--- config.mk ---
export PLATFORM = sky130hd
export DESIGN_NAME = segment_control_map
export DESIGN_NICKNAME = d
export VERILOG_FILES = /design/src/logic/segment_control_pkg.sv /design/src/logic/segment_region_decode.sv /design/src/logic/segment_control_map.sv
export VERILOG_INCLUDE_DIRS = /design/src /design/src/logic
export SDC_FILE = /design/constraint.sdc
export NUM_CORES = 1
export LEC_CHECK = 0
export BUFFER_PORTS_ARGS = -buffer_cell sky130_fd_sc_hd__buf_4
export CORE_ASPECT_RATIO = 1.25
export CORE_MARGIN = 2
export CORE_UTILIZATION = 49
export DETAILED_ROUTE_END_ITERATION = 8
export PLACE_DENSITY = 0.76
export SYNTH_ARGS = -nofsm -noshare
export SYNTH_HDL_FRONTEND = slang
export SYNTH_HIERARCHICAL = 1
export SYNTH_SLANG_ARGS = --single-unit
--- constraint.sdc ---
create_clock -name sys_clk -period 1.39 [get_ports sys_clk]
set_input_delay 0.139 -clock sys_clk [delete_from_list [all_inputs] [get_ports sys_clk]]
set_output_delay 0.139 -clock sys_clk [all_outputs]
set_load 0.01 [all_outputs]
--- src/logic/segment_control_defines.svh ---
// Constants for the segment control map: register selects, field positions,
// legacy reset values and the implemented base width. Included by the decode and map RTL files.
`ifndef SEGMENT_CONTROL_DEFINES_SVH
`define SEGMENT_CONTROL_DEFINES_SVH

// ----------------------------------------------------------------------------
// Coprocessor-0 register numbers
// ----------------------------------------------------------------------------
`define SEG_CP0_REG_NUM        5'h05
`define SEG_CP0_SEL_REGIONS_0_1 3'h2
`define SEG_CP0_SEL_REGIONS_2_3 3'h3
`define SEG_CP0_SEL_REGIONS_4_5 3'h4
`define SEG_CP0_REG_CONFIG5    5'h10
`define SEG_CP0_SEL_CONFIG5    3'h5
`define SEG_CONFIG5_EXT_BIT    0

// ----------------------------------------------------------------------------
// Field positions inside one segment control word
// ----------------------------------------------------------------------------
`define SEG_EVEN_CACHE_LSB     0
`define SEG_EVEN_FLAG_BIT      3
`define SEG_EVEN_MODE_LSB      4
`define SEG_EVEN_BASE_LSB      9
`define SEG_ODD_CACHE_LSB      16
`define SEG_ODD_FLAG_BIT       19
`define SEG_ODD_MODE_LSB       20
`define SEG_ODD_BASE_LSB       25
`define SEG_BASE_IMPL_BITS     3

// ----------------------------------------------------------------------------
// Legacy reset values (undefined fields are taken as zero)
// ----------------------------------------------------------------------------
`define SEG_RST_REGIONS_0_1    32'h0020_0010
`define SEG_RST_REGIONS_2_3    32'h0003_0002
`define SEG_RST_REGIONS_4_5    32'h00B8_0438

`endif

--- src/logic/segment_control_pkg.sv ---
// Types shared by the segment control map.
// Assumes it is compiled before any file that uses its types.
`default_nettype none

package segment_control_pkg;

	typedef enum logic [2:0] {
		MODE_KERNEL_UNMAPPED             = 3'h0,
		MODE_MAPPED_KERNEL               = 3'h1,
		MODE_MAPPED_KS                   = 3'h2,
		MODE_MAPPED_KSU                  = 3'h3,
		MODE_USER_MAPPED_KERNEL_UNMAPPED = 3'h4,
		MODE_OTHER5                      = 3'h5,
		MODE_OTHER6                      = 3'h6,
		MODE_OTHER7                      = 3'h7
	} access_mode_t;

	typedef struct packed {
		logic [6:0] physical_base;
		logic       error_level_flag;
		logic [2:0] access_mode;
		logic [2:0] cache_attribute;
	} region_cfg_t;

endpackage : segment_control_pkg

`default_nettype wire

--- src/logic/segment_region_decode.sv ---
// Region lookup and unmapped address formation for one virtual address.
// Assumes the three segment words are stable for the cycle of the lookup.
`default_nettype none
`include "segment_control_defines.svh"

module segment_region_decode (
	input  wire logic [31:0] seg_word_0_1,     // Regions 0 and 1
	input  wire logic [31:0] seg_word_2_3,     // Regions 2 and 3
	input  wire logic [31:0] seg_word_4_5,     // Regions 4 and 5
	input  wire logic [31:0] virt_addr,        // Virtual address
	input  wire logic        kernel_mode,      // Access from kernel
	input  wire logic        error_level,      // Status error level set
	output logic      [2:0]  region_index,     // Selected region
	output segment_control_pkg::region_cfg_t region_cfg, // Its fields
	output logic             unmapped,         // Bypasses translation
	output logic      [31:0] phys_addr         // Unmapped physical address
);

	function automatic segment_control_pkg::region_cfg_t half_of(input logic [31:0] w, input logic odd);
		logic [15:0]                      h;
		segment_control_pkg::region_cfg_t c;
		h = odd ? w[31:16] : w[15:0];
		c.cache_attribute  = h[2:0];
		c.error_level_flag = h[3];
		c.access_mode      = h[6:4];
		c.physical_base    = h[15:9];
		half_of = c;
	endfunction : half_of

	logic [31:0] off;

	always_comb begin
		// Fixed sizes: four half-gigabyte regions on top, two one-gigabyte below
		case (virt_addr[31:29])
			3'h7:    region_index = 3'd0;
			3'h6:    region_index = 3'd1;
			3'h5:    region_index = 3'd2;
			3'h4:    region_index = 3'd3;
			3'h3,
			3'h2:    region_index = 3'd4;
			default: region_index = 3'd5;
		endcase
		case (region_index)
			3'd0:    region_cfg = half_of(seg_word_0_1, 1'b0);
			3'd1:    region_cfg = half_of(seg_word_0_1, 1'b1);
			3'd2:    region_cfg = half_of(seg_word_2_3, 1'b0);
			3'd3:    region_cfg = half_of(seg_word_2_3, 1'b1);
			3'd4:    region_cfg = half_of(seg_word_4_5, 1'b0);
			default: region_cfg = half_of(seg_word_4_5, 1'b1);
		endcase
		case (segment_control_pkg::access_mode_t'(region_cfg.access_mode))
			segment_control_pkg::MODE_KERNEL_UNMAPPED: unmapped = 1'b1;
			segment_control_pkg::MODE_USER_MAPPED_KERNEL_UNMAPPED: unmapped = kernel_mode;
			default:                                   unmapped = 1'b0;
		endcase
		// Error-level flag lets the Status error level force an unmapped view for kernel-mode accesses only
		if (region_cfg.error_level_flag && error_level && kernel_mode) begin
			unmapped = 1'b1;
		end
		// One-gigabyte regions keep bit 29 from the address
		off = (region_index >= 3'd4) ? {2'b00, virt_addr[29:0]} : {3'b000, virt_addr[28:0]};
		phys_addr = {region_cfg.physical_base[2:0], 29'h0000_0000} | off;
	end

endmodule : segment_region_decode

`default_nettype wire

--- src/logic/segment_control_map.sv ---
// Segment control registers with legacy boot values, the extended-addressing
// enable and the per-access region lookup. Assumes a single-issue coprocessor-0
// move port and one fetch/data lookup port sampled per cycle.
//
// Functional notes
// Low boot select: extended enable clears to zero at boot.
// Low boot select: extended enable becomes software writable.
// Legacy boot loads all three segment words with legacy map values.
// Upper four physical base bits always read zero.
// Even region: cache 2:0, error flag 3, mode 6:4, base 15:9.
// Odd region: cache 18:16, error flag 19, mode 22:20, base 31:25.
// Regions 0-3 half gigabyte each from top; regions 4,5 one gigabyte.
// Legacy region 0: mapped kernel-only mode 001, error flag clear.
// Legacy region 1: kernel/supervisor mapped mode 010, error flag clear.
// Legacy region 2: kernel unmapped, uncached 2, flag and base zero.
// Legacy region 3: kernel unmapped, write-back 3, flag and base zero.
// Legacy regions 4,5: mode 011, flag set, bases 000001x and 000000x.
// Software first makes region 0 kernel unmapped uncached, base zero.
// Software copies boot code high, jumps there, initialises caches.
// Software sets region 1 mapped-kernel, regions 2-5 user-mapped kernel-unmapped.
// Software programs other regions before setting extended enable.
// Software moves kernel low, jumps, then finalises regions 0 and 1.
// Final regions 0,1: mapped-kernel mode, error flag clear.
// Final regions 2-5: write-back, flag set, user-mapped kernel-unmapped mode.
// Final bases of regions 2-5: 5, 4, 2, 0.
// First segment word is coprocessor-0 register 5 select 2.
// Unmapped access: physical base above bit 29 plus low address bits.
// Writes affect only accesses issued after the write completes.
`default_nettype none
`include "segment_control_defines.svh"

module segment_control_map (
	input  wire logic        sys_clk,          // Core clock
	input  wire logic        rst,              // Synchronous reset, high
	input  wire logic        extended_addressing_boot_select, // Boot strap
	input  wire logic        cp0_write,        // Move-to pulse
	input  wire logic        cp0_read,         // Move-from pulse
	input  wire logic  [4:0] cp0_reg,          // Register number
	input  wire logic  [2:0] cp0_sel,          // Select
	input  wire logic [31:0] cp0_wdata,        // Write data
	input  wire logic        lookup_valid,     // Access lookup request
	input  wire logic [31:0] lookup_vaddr,     // Virtual address
	input  wire logic        lookup_kernel,    // Kernel-mode access
	input  wire logic        lookup_error_level, // Status error level
	output logic      [31:0] cp0_rdata,        // Read data
	output logic             cp0_rvalid,       // Read data valid
	output logic             extended_addressing_enable_bit, // Scheme select
	output logic             lookup_done,      // Lookup answer valid
	output logic       [2:0] lookup_region,    // Selected region
	output logic             lookup_unmapped,  // Bypass translation
	output logic      [31:0] lookup_paddr,     // Physical address if unmapped
	output logic       [2:0] lookup_cache_attribute, // Region cache attribute
	output logic       [2:0] lookup_access_mode      // Region access mode
);

	// ------------------------------------------------------------------------
	// State
	// ------------------------------------------------------------------------
	typedef enum {
		BOOT_LOAD,
		RUN
	} phase_t;

	typedef struct packed {
		phase_t      phase;
		logic [31:0] segment_ctrl_regions_0_1;
		logic [31:0] segment_ctrl_regions_2_3;
		logic [31:0] segment_ctrl_regions_4_5;
		logic        ext_enable;
		logic        ext_writable;
		logic [31:0] rdata;
		logic        rvalid;
		logic        done;
		logic  [2:0] region;
		logic        unmapped;
		logic [31:0] paddr;
		logic  [2:0] cache_attr;
		logic  [2:0] mode;
	} state_t;

	state_t cur;
	state_t next_cur;

	// Unimplemented physical base bits forced low on every store
	function automatic logic [31:0] clean_word(input logic [31:0] w);
		clean_word = w;
		clean_word[`SEG_EVEN_BASE_LSB + 6 -: 4] = 4'h0;
		clean_word[`SEG_ODD_BASE_LSB + 6 -: 4]  = 4'h0;
	endfunction : clean_word

	function automatic logic hit(input logic [4:0] r, input logic [2:0] s, input logic [4:0] wr, input logic [2:0] ws);
		hit = (r == wr) && (s == ws);
	endfunction : hit

	// ------------------------------------------------------------------------
	// Region lookup on the registered words
	// ------------------------------------------------------------------------
	logic [2:0]                      dec_region;
	segment_control_pkg::region_cfg_t dec_cfg;
	logic                            dec_unmapped;
	logic [31:0]                     dec_paddr;

	// Registered words only: a write lands one cycle later, so a lookup
	// in the write cycle sees the old map and in-flight accesses are safe.
	segment_region_decode segment_region_decode_inst (
		.seg_word_0_1 (cur.segment_ctrl_regions_0_1),
		.seg_word_2_3 (cur.segment_ctrl_regions_2_3),
		.seg_word_4_5 (cur.segment_ctrl_regions_4_5),
		.virt_addr    (lookup_vaddr),
		.kernel_mode  (lookup_kernel),
		.error_level  (lookup_error_level),
		.region_index (dec_region),
		.region_cfg   (dec_cfg),
		.unmapped     (dec_unmapped),
		.phys_addr    (dec_paddr)
	);

	// ------------------------------------------------------------------------
	// Register select decode
	// ------------------------------------------------------------------------
	logic sel_regions_0_1;
	logic sel_regions_2_3;
	logic sel_regions_4_5;
	logic sel_config5;

	// One decode shared by the move-to and move-from paths
	always_comb begin
		sel_regions_0_1 = hit(cp0_reg, cp0_sel, `SEG_CP0_REG_NUM, `SEG_CP0_SEL_REGIONS_0_1);
		sel_regions_2_3 = hit(cp0_reg, cp0_sel, `SEG_CP0_REG_NUM, `SEG_CP0_SEL_REGIONS_2_3);
		sel_regions_4_5 = hit(cp0_reg, cp0_sel, `SEG_CP0_REG_NUM, `SEG_CP0_SEL_REGIONS_4_5);
		sel_config5     = hit(cp0_reg, cp0_sel, `SEG_CP0_REG_CONFIG5, `SEG_CP0_SEL_CONFIG5);
	end

	// ------------------------------------------------------------------------
	// Next state
	// ------------------------------------------------------------------------
	always_comb begin
		next_cur        = cur;
		next_cur.rvalid = 1'b0;
		next_cur.done   = 1'b0;
		case (cur.phase)
			BOOT_LOAD: begin
				// Strap sampled one edge after reset release
				next_cur.phase = RUN;
				if (!extended_addressing_boot_select) begin
					next_cur.segment_ctrl_regions_0_1 = `SEG_RST_REGIONS_0_1;
					next_cur.segment_ctrl_regions_2_3 = `SEG_RST_REGIONS_2_3;
					next_cur.segment_ctrl_regions_4_5 = `SEG_RST_REGIONS_4_5;
					next_cur.ext_enable               = 1'b0;
					next_cur.ext_writable             = 1'b1;
				end else begin
					// Extended boot: map values are the integrator's to load
					next_cur.ext_enable   = 1'b1;
					next_cur.ext_writable = 1'b0;
				end
			end
			RUN: begin
				if (cp0_write) begin
					if (sel_regions_0_1) begin
						next_cur.segment_ctrl_regions_0_1 = clean_word(cp0_wdata);
					end
					if (sel_regions_2_3) begin
						next_cur.segment_ctrl_regions_2_3 = clean_word(cp0_wdata);
					end
					if (sel_regions_4_5) begin
						next_cur.segment_ctrl_regions_4_5 = clean_word(cp0_wdata);
					end
					// A high strap leaves the enable read-only
					if (sel_config5 && cur.ext_writable) begin
						next_cur.ext_enable = cp0_wdata[`SEG_CONFIG5_EXT_BIT];
					end
				end
				if (cp0_read) begin
					next_cur.rvalid = 1'b1;
					if (sel_regions_0_1) begin
						next_cur.rdata = cur.segment_ctrl_regions_0_1;
					end else if (sel_regions_2_3) begin
						next_cur.rdata = cur.segment_ctrl_regions_2_3;
					end else if (sel_regions_4_5) begin
						next_cur.rdata = cur.segment_ctrl_regions_4_5;
					end else if (sel_config5) begin
						next_cur.rdata = {31'h0000_0000, cur.ext_enable};
					end else begin
						// Unknown selects read as zero
						next_cur.rdata = 32'h0000_0000;
					end
				end
				if (lookup_valid) begin
					next_cur.done       = 1'b1;
					next_cur.region     = dec_region;
					next_cur.unmapped   = dec_unmapped;
					next_cur.paddr      = dec_paddr;
					next_cur.cache_attr = dec_cfg.cache_attribute;
					next_cur.mode       = dec_cfg.access_mode;
				end
			end
			default: begin
				next_cur.phase = BOOT_LOAD;
			end
		endcase
	end

	// ------------------------------------------------------------------------
	// Registers
	// ------------------------------------------------------------------------
	always_ff @(posedge sys_clk) begin
		if (rst) begin
			cur <= '{phase: BOOT_LOAD, default: '0};
		end else begin
			cur <= next_cur;
		end
	end

	assign cp0_rdata                      = cur.rdata;
	assign cp0_rvalid                     = cur.rvalid;
	assign extended_addressing_enable_bit = cur.ext_enable;
	assign lookup_done                    = cur.done;
	assign lookup_region                  = cur.region;
	assign lookup_unmapped                = cur.unmapped;
	assign lookup_paddr                   = cur.paddr;
	assign lookup_cache_attribute         = cur.cache_attr;
	assign lookup_access_mode             = cur.mode;

endmodule : segment_control_map

`default_nettype wire

# Word-level counts from Yosys, hierarchy flattened
# Index checks and enable logic that the tools add are counted.
# W data, S select, Z words.
# word_totals
ff_bits	206
input_bits	80
output_inout_bits	77
word_cells	80
# op_classes
order_cmp	1
n_eq_ne	24
n_mux	20
bitwise_logic	2
n_reduce_logical	19
# ops
cell	count
$pmux W97 S2	1
$mux W32	6
$mux W97	1
$mux W96	1
$pmux W32 S2	1
$pmux W10 S5	1
$mux W43	1
$eq A32 B1 Y1 const B	1
$logic_not A32 Y1	1
$or A32 B32 Y32	1
$mux W30	1
$eq A3 B3 Y1 const B	8
$eq A3 B2 Y1 const B	6
$pmux W3 S5	1
$ne A2 B2 Y1 const B	6
$reduce_and A4 Y1	3
$logic_and A1 B1 Y1	7
$logic_not A3 Y1	2
$eq A5 B3 Y1 const B	1
$eq A5 B5 Y1 const B	1
$mux W1	4
$reduce_and A2 Y1	2
$reduce_or A2 Y1	2
$eq A3 B1 Y1 const B	1
6 further kinds	6

# Longest topological paths before layout
# Gate-level depths: netlist of the first run.
# depth
ltp_word	9
mapped_depth	9
depth_no_buf	7

# Hierarchy
# Netlist of the first run, hierarchy kept.
# modules_own_cells
module	n_inst	cells_each	area_each_um2	seq_area_each_um2
segment_control_map	1	703	6160.9	2862.7
segment_region_decode	1	118	984.7	0.0

# Worst setup path before layout of the first run
# No wires, ideal clock.
# synth_path
path_type	reg-to-reg
start	reg cur[174] (netlist name)
end	reg cur, in the netlist cp0_rdata[10]
setup_ns	0.122
arrival_ns	1.327
required_ns	1.268
path_slack_ns	-0.059
stages_incl_launch_ff	8
path_buffers	3
synth_period_minus_slack_ns	1.449
cell_sequence	dfxtp_1 > buf_4 > nand2_2 > nor2_1 > and4_1 > buf_2 > buf_6 > a221o_1
# synth_between
elab_chain_cells	2
# synth_lines
item	line	rtl
start, declared	segment_control_map.sv:81	state_t cur;
start signal, assigned	segment_control_map.sv:210	cur <= next_cur;
$eq A32 B1 Y1	segment_control_map.sv:141	case (cur.phase)
$reduce_and A2 Y1 (no source line)	--	
# No other way between the ends.
# A chain may end at the register's enable or synchronous reset.

# Worst setup path in the final report of the first run
# layout_path
start	reg cur[174] (netlist name)
end	reg cur[126] (netlist name)
# layout_between
elab_chain_cells	3
elab_cells_between_ends	8
cone_classes	eq/ne (4); mux (1); reduce/logical (3)
# layout_lines
item	line
$eq A32 B1 Y1 / $logic_not A32 Y1 (equally long branches)	segment_control_map.sv:141
$ne A2 B2 Y1 (no source line) / $reduce_bool A2 Y1 (equally long branches)	--
$reduce_and A4 Y1 (no source line)	--
# Parallel ways exist; a longest one is shown, timed or not.

==> flow_summary.ini, run 1 <==
[floorplanning]
row_count = 48
fp.dieArea_um2 = 15190
ios = 157
fp.dieH_um = 137.3
die_w_um = 110.7
start_util = 0.5022
coreArea_um2 = 13870

[timing]
setup_slack_ps = -67.94
setup_tns_ps = -459.9
timing.final.crit_share = 1.049
final_hold_viol_count = 0
fin_crit_ps = 1458
clock.fmax_ghz = 0.6859
finalSetupViolations = 31
slew_viol_final = 0
skew_ps = 7.031
grt_setup_unrepaired = yes

[worst_setup_path]
r2r_slack_ps = -70
critPathMaxStageDelay_ps = 370
cp.required_ps = 1720
path_class = reg -> reg
cp_max_fo = 12
end_kind = register
worstPathCellList = buf_4, and2_1, nand4_1, buf_6, clkbuf_16, a211oi_2
critPathLaunchType = register
slowest_stage = dfxtp_4
crit_arrival_ps = 1780
ff2ff_path_depth = 6

[clock_tree]
cts_tree = built
cts_made_buffers = 17
cts.sinks = 143
clkTransAtPathRegs_ps = 60
cts.path.max_buffers = 2
clkLatencyLatePin_ps = 430
cts_root_buf = clkbuf_16
cts-htree-levels = 4

[logic_synthesis]
synth_area_per_cell_um2 = 8.687
syn_inst = 802
ys_warn_count = 6
synth_area_um2 = 6967

[global_routing]
grt_antenna_before_repair = 0
grt_pass1_vias = 6050
grt_max_degree = 61
grt_pass1_wl_um = 31650
gr-total-overflow = 0
gr-usage-all-layers = 0.2650

[placement]
dp_slack_ps = -170.0
place.gp.congestion = 0.8795
dp_cells = 1018
dp_hpwl_um = 12790
port_buffers = 140
place_area_um2 = 7767

[min_path]
hold_path.class = in -> reg
hold-path-cell-count = 2

[drt]
drt_iter0_drc = 792
wl_per_cell_um = 20.65
viasPerCell = 5.930
route.vias.total = 6653
wl_um = 23170
drtAntennaViolNets = 0
drtPass1Iterations = 6
drc_errors = 0

[flow_run]
cap_violations = 0

[run_status]
status = complete, but fails checks
violations = negative setup slack

[layout]
n_antenna_cell = 0
drive_gt1_frac = 0.3569
fin_nets = 1015
design_area_um2 = 9544
fin_cells = 1122
area_delta_synth_final_pct = 37.00
postLayoutCoreUtil = 0.6880

[power_and_ir_drop]
ir_drop_uv = 874.1
powerDensity_nw_per_um2 = 1088
leakagePower_nw = 3.822
## stage by stage
| step | hold WS, ps | power, W |
|---|---|---|
| 4_1_cts | 4.575 | 0.01027 |
| 3_5_place_dp | 367.9 | 0.005261 |
| 5_1_grt | 12.36 | 0.01070 |
| 2_1_floorplan | 264.5 | 0.004896 |
| 6_report | 21.36 | 0.01039 |
| 3_3_place_gp | 365.4 | 0.005244 |
## where the power goes
| part | switching (W) | total, W | internal, W | leakage (nW) |
|---|---|---|---|---|
| clock network | 0.00178 | 0.00492 | 0.00314 | 0.299 |
| logic | 0.000603 | 0.00123 | 0.000624 | 2.36 |
| registers | 0.0000641 | 0.00424 | 0.00418 | 1.16 |
| total | 0.00244 | 0.0104 | 0.00794 | 3.82 |
## per-layer routing
layer / track usage / wire [um] / vias to the layer above
met5: 0 / 0 / -
met4: 0.1229 / 1185 / 0
met3: 0.04927 / 1948 / 93
met2: 0.4751 / 11630 / 430
met1: 0.3084 / 8407 / 3145
li1: - / - / 2985
## final timing paths
check                                 start                        end
setup / recovery                   cur[174]                   cur[126]
hold reg to reg   lookup_cache_attribute[0]  lookup_cache_attribute[0]
hold / removal                 cp0_wdata[4]                    cur[82]
setup reg to reg                   cur[174]                   cur[126]
## worst max-delay path: cells and delay by family (launching register included)
kind | cells | cell delay (ps)
buffers and inverters | 3 | 510
DFF | 1 | 370
and+or+nand+nor | 2 | 250
AOI/OAI and AO/OA | 1 | 240
## state kept, by name, summed over array words and instances, names as in the netlist
signal	cells
cp0_rdata	24
cp0_rvalid	1
cur	74
extended_addressing_enable_bit	1
lookup_access_mode	3
lookup_cache_attribute	3
lookup_done	1
lookup_paddr	32
lookup_region	3
lookup_unmapped	1
## cell type report
type / instances / area, um2
fill: 1033 / 4329
multi-input combinational: 485 / 3208
sequential: 143 / 2874
inverter: 14 / 52.55
timing repair buffer: 274 / 2560
tap: 175 / 219.0
clock buffer: 22 / 474.2
clock inverter: 9 / 156.4
## cell usage in the layout (no fill, tap or decap), types with 13 or more instances in the layout
| cell type | instances |
|---|---|
| nor2_1 | 22 |
| buf_4 | 187 |
| nand2_1 | 131 |
| dfxtp_1 | 138 |
| o21ai_0 | 18 |
| nor2_2 | 13 |
| a22o_2 | 14 |
| nand3_1 | 50 |
| a31oi_1 | 17 |
| clkbuf_16 | 24 |
| a21oi_1 | 47 |
| mux2i_1 | 16 |
| a221o_1 | 23 |
| inv_1 | 13 |
| a22oi_1 | 25 |
| dlygate4sd3_1 | 53 |
## what timing repair did
item,4_1_cts,5_1_grt
resized for setup,20,66
pin swaps,9,27
hold buffers,53,0
endpoints found under the setup margin,73,115
setup buffers,1,6
cloned,4,9
endpoints found under the hold margin,71,0
Note: power is estimated with default switching activity, not from simulation.
==> run 2: changes to the inputs <==
Settings changed: CELL_PAD_IN_SITES_DETAIL_PLACEMENT from default to 2, CELL_PAD_IN_SITES_GLOBAL_PLACEMENT from default to 2, CORE_UTILIZATION 49 to 29, PLACE_DENSITY 0.76 to default, PLACE_DENSITY_LB_ADDON from default to 0.1, RECOVER_POWER from default to 50.
==> flow_summary.ini, run 2 (synthesized netlist as in run 1, its figures left out) <==
[clock_tree]
cts-htree-levels = 4
clkLatencyLatePin_ps = 420
cts.sinks = 143
cts_tree = built
cts_root_buf = clkbuf_16
clkTransAtPathRegs_ps = 70
cts_made_buffers = 17
cts.path.max_buffers = 2

[drt]
route.vias.total = 6597
viasPerCell = 5.236
wl_per_cell_um = 23.50
drt_iter0_drc = 392
drtPass1Iterations = 4
drc_errors = 0
drtAntennaViolNets = 0
wl_um = 29610

[worst_setup_path]
path_class = reg -> reg
crit_arrival_ps = 1840
worst_r2r_endpoint = cur[96]
cp.required_ps = 1710
critPathMaxStageDelay_ps = 380
r2r_slack_ps = -130
r2r_start = cur[174]
crit_buf_inv = 3
worstPathCellList = and3b_4, buf_6, a31oi_4, buf_4, buf_8, nand2_1, a31oi_1
cp_max_fo = 6
cpLargestDelayFamily = buffers and inverters
slowest_stage = dfxtp_4
end_kind = register
ff2ff_path_depth = 7
critPathLaunchType = register

[layout]
regMostFlops = cur
drive_gt1_frac = 0.3326
final_cell_mix = buf_4, dfxtp_1, nand2_1
largest_register_ffs = 74
fin_nets = 1037
n_antenna_cell = 0
area_delta_synth_final_pct = 39.76
mostFrequentLayoutCell = buf_4
design_area_um2 = 9737

[global_routing]
grt_max_degree = 51
grt_pass1_vias = 7147
grt_pass1_wl_um = 41800
gr-usage-all-layers = 0.2223
gr-total-overflow = 0
grt_antenna_before_repair = 0

[timing]
worst_pin_slew_ps = 568.3
setup_slack_ps = -130.1
clock.fmax_ghz = 0.6578
setup_tns_ps = -5663
slew_viol_final = 0
final_hold_viol_count = 0
skew_ps = 13.76
fin_crit_ps = 1520
grt_setup_unrepaired = yes
finalSetupViolations = 90
relSlewSlack = 0.6211
timing.final.crit_share = 1.094

[placement]
place.gp.congestion = 0.8105
dp_hpwl_um = 18170
place_area_um2 = 7988
port_buffers = 140
dp_slack_ps = -232.5

[power_and_ir_drop]
powerDensity_nw_per_um2 = 1109
leakagePower_nw = 3.732
ir_drop_uv = 738.9

[floorplanning]
row_count = 63
coreArea_um2 = 23650
die_w_um = 142.6
ios = 157
fp.dieArea_um2 = 25290
fp.dieH_um = 177.3
start_util = 0.2946

[flow_run]
cap_violations = 0

[run_status]
status = complete, but fails checks
violations = negative setup slack

[min_path]
hp-start = cp0_wdata[21]
hold_path.class = in -> reg
hold-path-cell-count = 3
hold_end = cur[131]
## run 2: cell count changes in the layout (fill, tap and decap cells not counted), moves of 4 or more
cell,before,now
buf_4,187,153
buf_6,12,19
clkbuf_1,2,56
nand2_2,3,7
nor2_2,13,7
nor2_4,4,12
o21ai_0,18,12
o21ai_1,8,13
## run 2: where the power goes
part / switching [W] / leakage, nW / internal, W
Clock: 0.00181 / 0.332 / 0.00349
Sequential: 0.0000645 / 1.16 / 0.00418
Combinational: 0.000662 / 2.24 / 0.000580
## run 2: cell type report
cell class	count	area (um2)
Timing Repair Buffer	297	2469
Tap cell	292	365.4
Clock buffer	20	466.7
Inverter	14	52.55
Fill cell	2555	13910
Clock inverter	10	207.7
Sequential cell	143	2874
Multi-Input combinational cell	484	3302
## run 2: worst max-delay path by stage
| stage | from | to | slack (ps) | depth (start not counted) |
|---|---|---|---|---|
| 3_5_place_dp | cp0_reg[1] | cur[152] | -230 | 6 |
| 5_1_grt | cur[174] | cur[99] | -150 | 6 |
| 4_1_cts | cur[174] | cur[88] | -80 | 5 |
| 3_3_place_gp | cp0_reg[1] | cur[99] | -170 | 6 |
| 6_report | cur[174] | cur[96] | -130 | 7 |
| 2_1_floorplan | cur[174] | cur[137] | -3 | 6 |
## run 2: stage by stage
stage               power (W)  utilization  std cells  hold WS (ps)
floorplan            0.004896            -        809         264.5
detailed placement   0.005338       0.3378       1152         385.8
global route          0.01117       0.4117       1260         21.73
CTS                   0.01089       0.4037       1250         9.763
global placement     0.005295       0.3378       1152         380.1
finish                0.01080       0.4117       1260         27.13
## run 2: routing by layer
metal  up-vias  share of wire  global-route usage
li1       3011              -                   -
met1      3329           0.38              0.2381
met2       200           0.53              0.4167
met3        57          0.043             0.03913
met4         0          0.045              0.1081
met5         -              0                   0
## run 2: worst min-delay path, cell delays in order
cell     delay, ps
buf_4          130
nand2_1         70
o21ai_1         60
## run 2: timing repair
action | CTS | global route
endpoints found under the hold margin | 67 | 0
resized for setup | 57 | 82
cloned | 8 | 6
hold buffers | 51 | 0
pin swaps | 15 | 34
endpoints found under the setup margin | 95 | 108
buffers inserted | 9 | 6
==> run 3: changes to the inputs <==
--- a/config.mk
+++ b/config.mk
@@ -14,4 +14,5 @@
 export CORE_UTILIZATION = 29
 export DETAILED_ROUTE_END_ITERATION = 8
+export HOLD_SLACK_MARGIN = 0.15
 export PLACE_DENSITY_LB_ADDON = 0.1
 export RECOVER_POWER = 50
==> constraint.sdc (replaced) <==
create_clock -name sys_clk -period 1.33 [get_ports sys_clk]
set_input_delay 0.133 -clock sys_clk [delete_from_list [all_inputs] [get_ports sys_clk]]
set_output_delay 0.133 -clock sys_clk [all_outputs]
set_load 0.1 [all_outputs]
==> flow_summary.ini, run 3 (synthesized netlist as in run 1, its figures left out) <==
[clock_tree]
cts_made_buffers = 17
cts.sinks = 143
clkLatencyLatePin_ps = 420
clkTransAtPathRegs_ps = 60
cts.path.max_buffers = 2
cts_root_buf = clkbuf_16
cts_tree = built
cts-htree-levels = 4

[power_and_ir_drop]
p_int_w = 0.007850
power_frac_comb = 0.167
ir_drop_uv = 845.2
p_clk_frac = 0.432
powerDensity_nw_per_um2 = 1096
power_frac_seq = 0.402
leakagePower_nw = 4.041
p_switching_w = 0.003185
switching_share = 0.2886

[run_status]
status = complete, but fails checks
violations = negative setup slack

[layout]
final_cell_mix = buf_4, dfxtp_1, nand2_1
mostFrequentLayoutCell = buf_4
design_area_um2 = 10070
n_antenna_cell = 0
area_delta_synth_final_pct = 44.50
fin_cells = 1284
postLayoutCoreUtil = 0.4257
regMostFlops = cur
fin_nets = 1059
fill_cells = 2500
largest_register_ffs = 74
drive_gt1_frac = 0.3962

[timing]
skew_ps = 15.09
fin_crit_ps = 1488
relSlewSlack = 0.6162
worst_pin_slew_ps = 575.7
slew_viol_final = 0
timing.final.crit_share = 1.119
clock.fmax_ghz = 0.6719
setup_slack_ps = -158.2
finalSetupViolations = 122
grt_setup_unrepaired = yes
holdWs_ps = 225.0
final_hold_viol_count = 0

[global_routing]
grt_pass1_vias = 7263
gr-total-overflow = 0
grt_antenna_before_repair = 0
grt_max_degree = 49
gr-usage-all-layers = 0.2248
grt_pass1_wl_um = 42570

[placement]
place.gp.congestion = 0.8507
place_area_um2 = 8142
dp_cells = 1170
port_buffers = 140
dp_hpwl_um = 18750

[flow_run]
cap_violations = 0

[worst_setup_path]
worst_r2r_endpoint = cp0_rdata[3]
critPathLaunchType = register
crit_arrival_ps = 1790
cp.required_ps = 1630
ff2ff_path_depth = 6
end_kind = register
r2r_slack_ps = -160
r2r_start = cur[174]
cp_max_fo = 5
path_class = reg -> reg

[drt]
viasPerCell = 5.185
wl_per_cell_um = 23.33
drc_errors = 0
wl_um = 29960
drtAntennaViolNets = 0
route.vias.total = 6658
drt_iter0_drc = 304
drtPass1Iterations = 4

[floorplanning]
die_w_um = 142.6
fp.dieArea_um2 = 25290
ios = 157
fp.dieH_um = 177.3
start_util = 0.2946
row_count = 63
coreArea_um2 = 23650

[min_path]
hp-start = lookup_vaddr[31]
hold-path-cell-count = 5
hold_path.class = in -> reg
hold_end = lookup_cache_attribute[0]
-- run 3: cell count changes in the layout (fill, tap and decap cells not counted), sizes merged --
cell and delta:
buf +70, clkinv +3, inv +1, bufbuf +1, clkbuf -57, dlygate4sd3 +6
clkinvlp +4, bufinv -4
-- run 3: how the worst max path moves through the flow --
stage	from	to	slack, ps
after floorplan	cur[174]	cur[137]	-60
after global placement	cp0_reg[1]	cur[167]	-250
after detailed placement	cp0_reg[1]	cur[161]	-320
after CTS	cur[174]	cur[81]	-130
after global routing	cur[174]	lookup_paddr[16]	-180
final	cur[174]	cp0_rdata[3]	-160
-- run 3: final cells by class --
cell class	count	area, um2	share of cell area
Multi-Input combinational cell	484	3236	0.3214
Timing Repair Buffer	319	2955	0.2936
Sequential cell	143	2878	0.2859
Clock buffer	18	439.2	0.04362
Tap cell	292	365.4	0.03629
Clock inverter	14	141.4	0.01404
Inverter	14	52.55	0.005220
-- run 3: what timing repair did --
item / 4_1_cts / 5_1_grt
gates resized for setup: 76 / 49
setup buffers: 6 / 2
hold endpoints to repair: 103 / 0
hold buffers: 57 / 0
endpoints found under the setup margin: 137 / 138
pin swaps: 14 / 6
cloned: 9 / 8
-- run 3: routing by layer --
layer	track usage	part of all wire	up-vias
li1	-	-	3070
met3	0.03616	0.035	53
met5	0	0	-
met1	0.2436	0.39	3339
met2	0.4203	0.54	196
met4	0.1097	0.039	0
-- run 3: metrics by stage --
step	setup WS (ps)	TNS [ps]	power [W]
floorplan	-62.77	-2469	0.005598
global placement	-254.1	-16850	0.006032
detailed placement	-324.0	-23870	0.006077
CTS	-133.9	-7428	0.01112
global route	-180.3	-14240	0.01146
finish	-158.2	-8271	0.01104
-- run 3: power by group through the flow --
stage / Sequential (W) / Clock [W] / Combinational, W
2_1_floorplan: 0.00455 / 0 / 0.00104
3_3_place_gp: 0.00452 / 0 / 0.00151
3_5_place_dp: 0.00453 / 0 / 0.00155
4_1_cts: 0.00443 / 0.00489 / 0.00180
5_1_grt: 0.00444 / 0.00508 / 0.00193
6_report: 0.00443 / 0.00476 / 0.00184
-- run 3: worst max-delay path, cell delays in order, from the launching register on --
cell,delay (ps)
dfxtp_4,370
nand2_4,120
nor2_4,50
and4_4,210
buf_12,150
buf_16,120
a221o_1,340
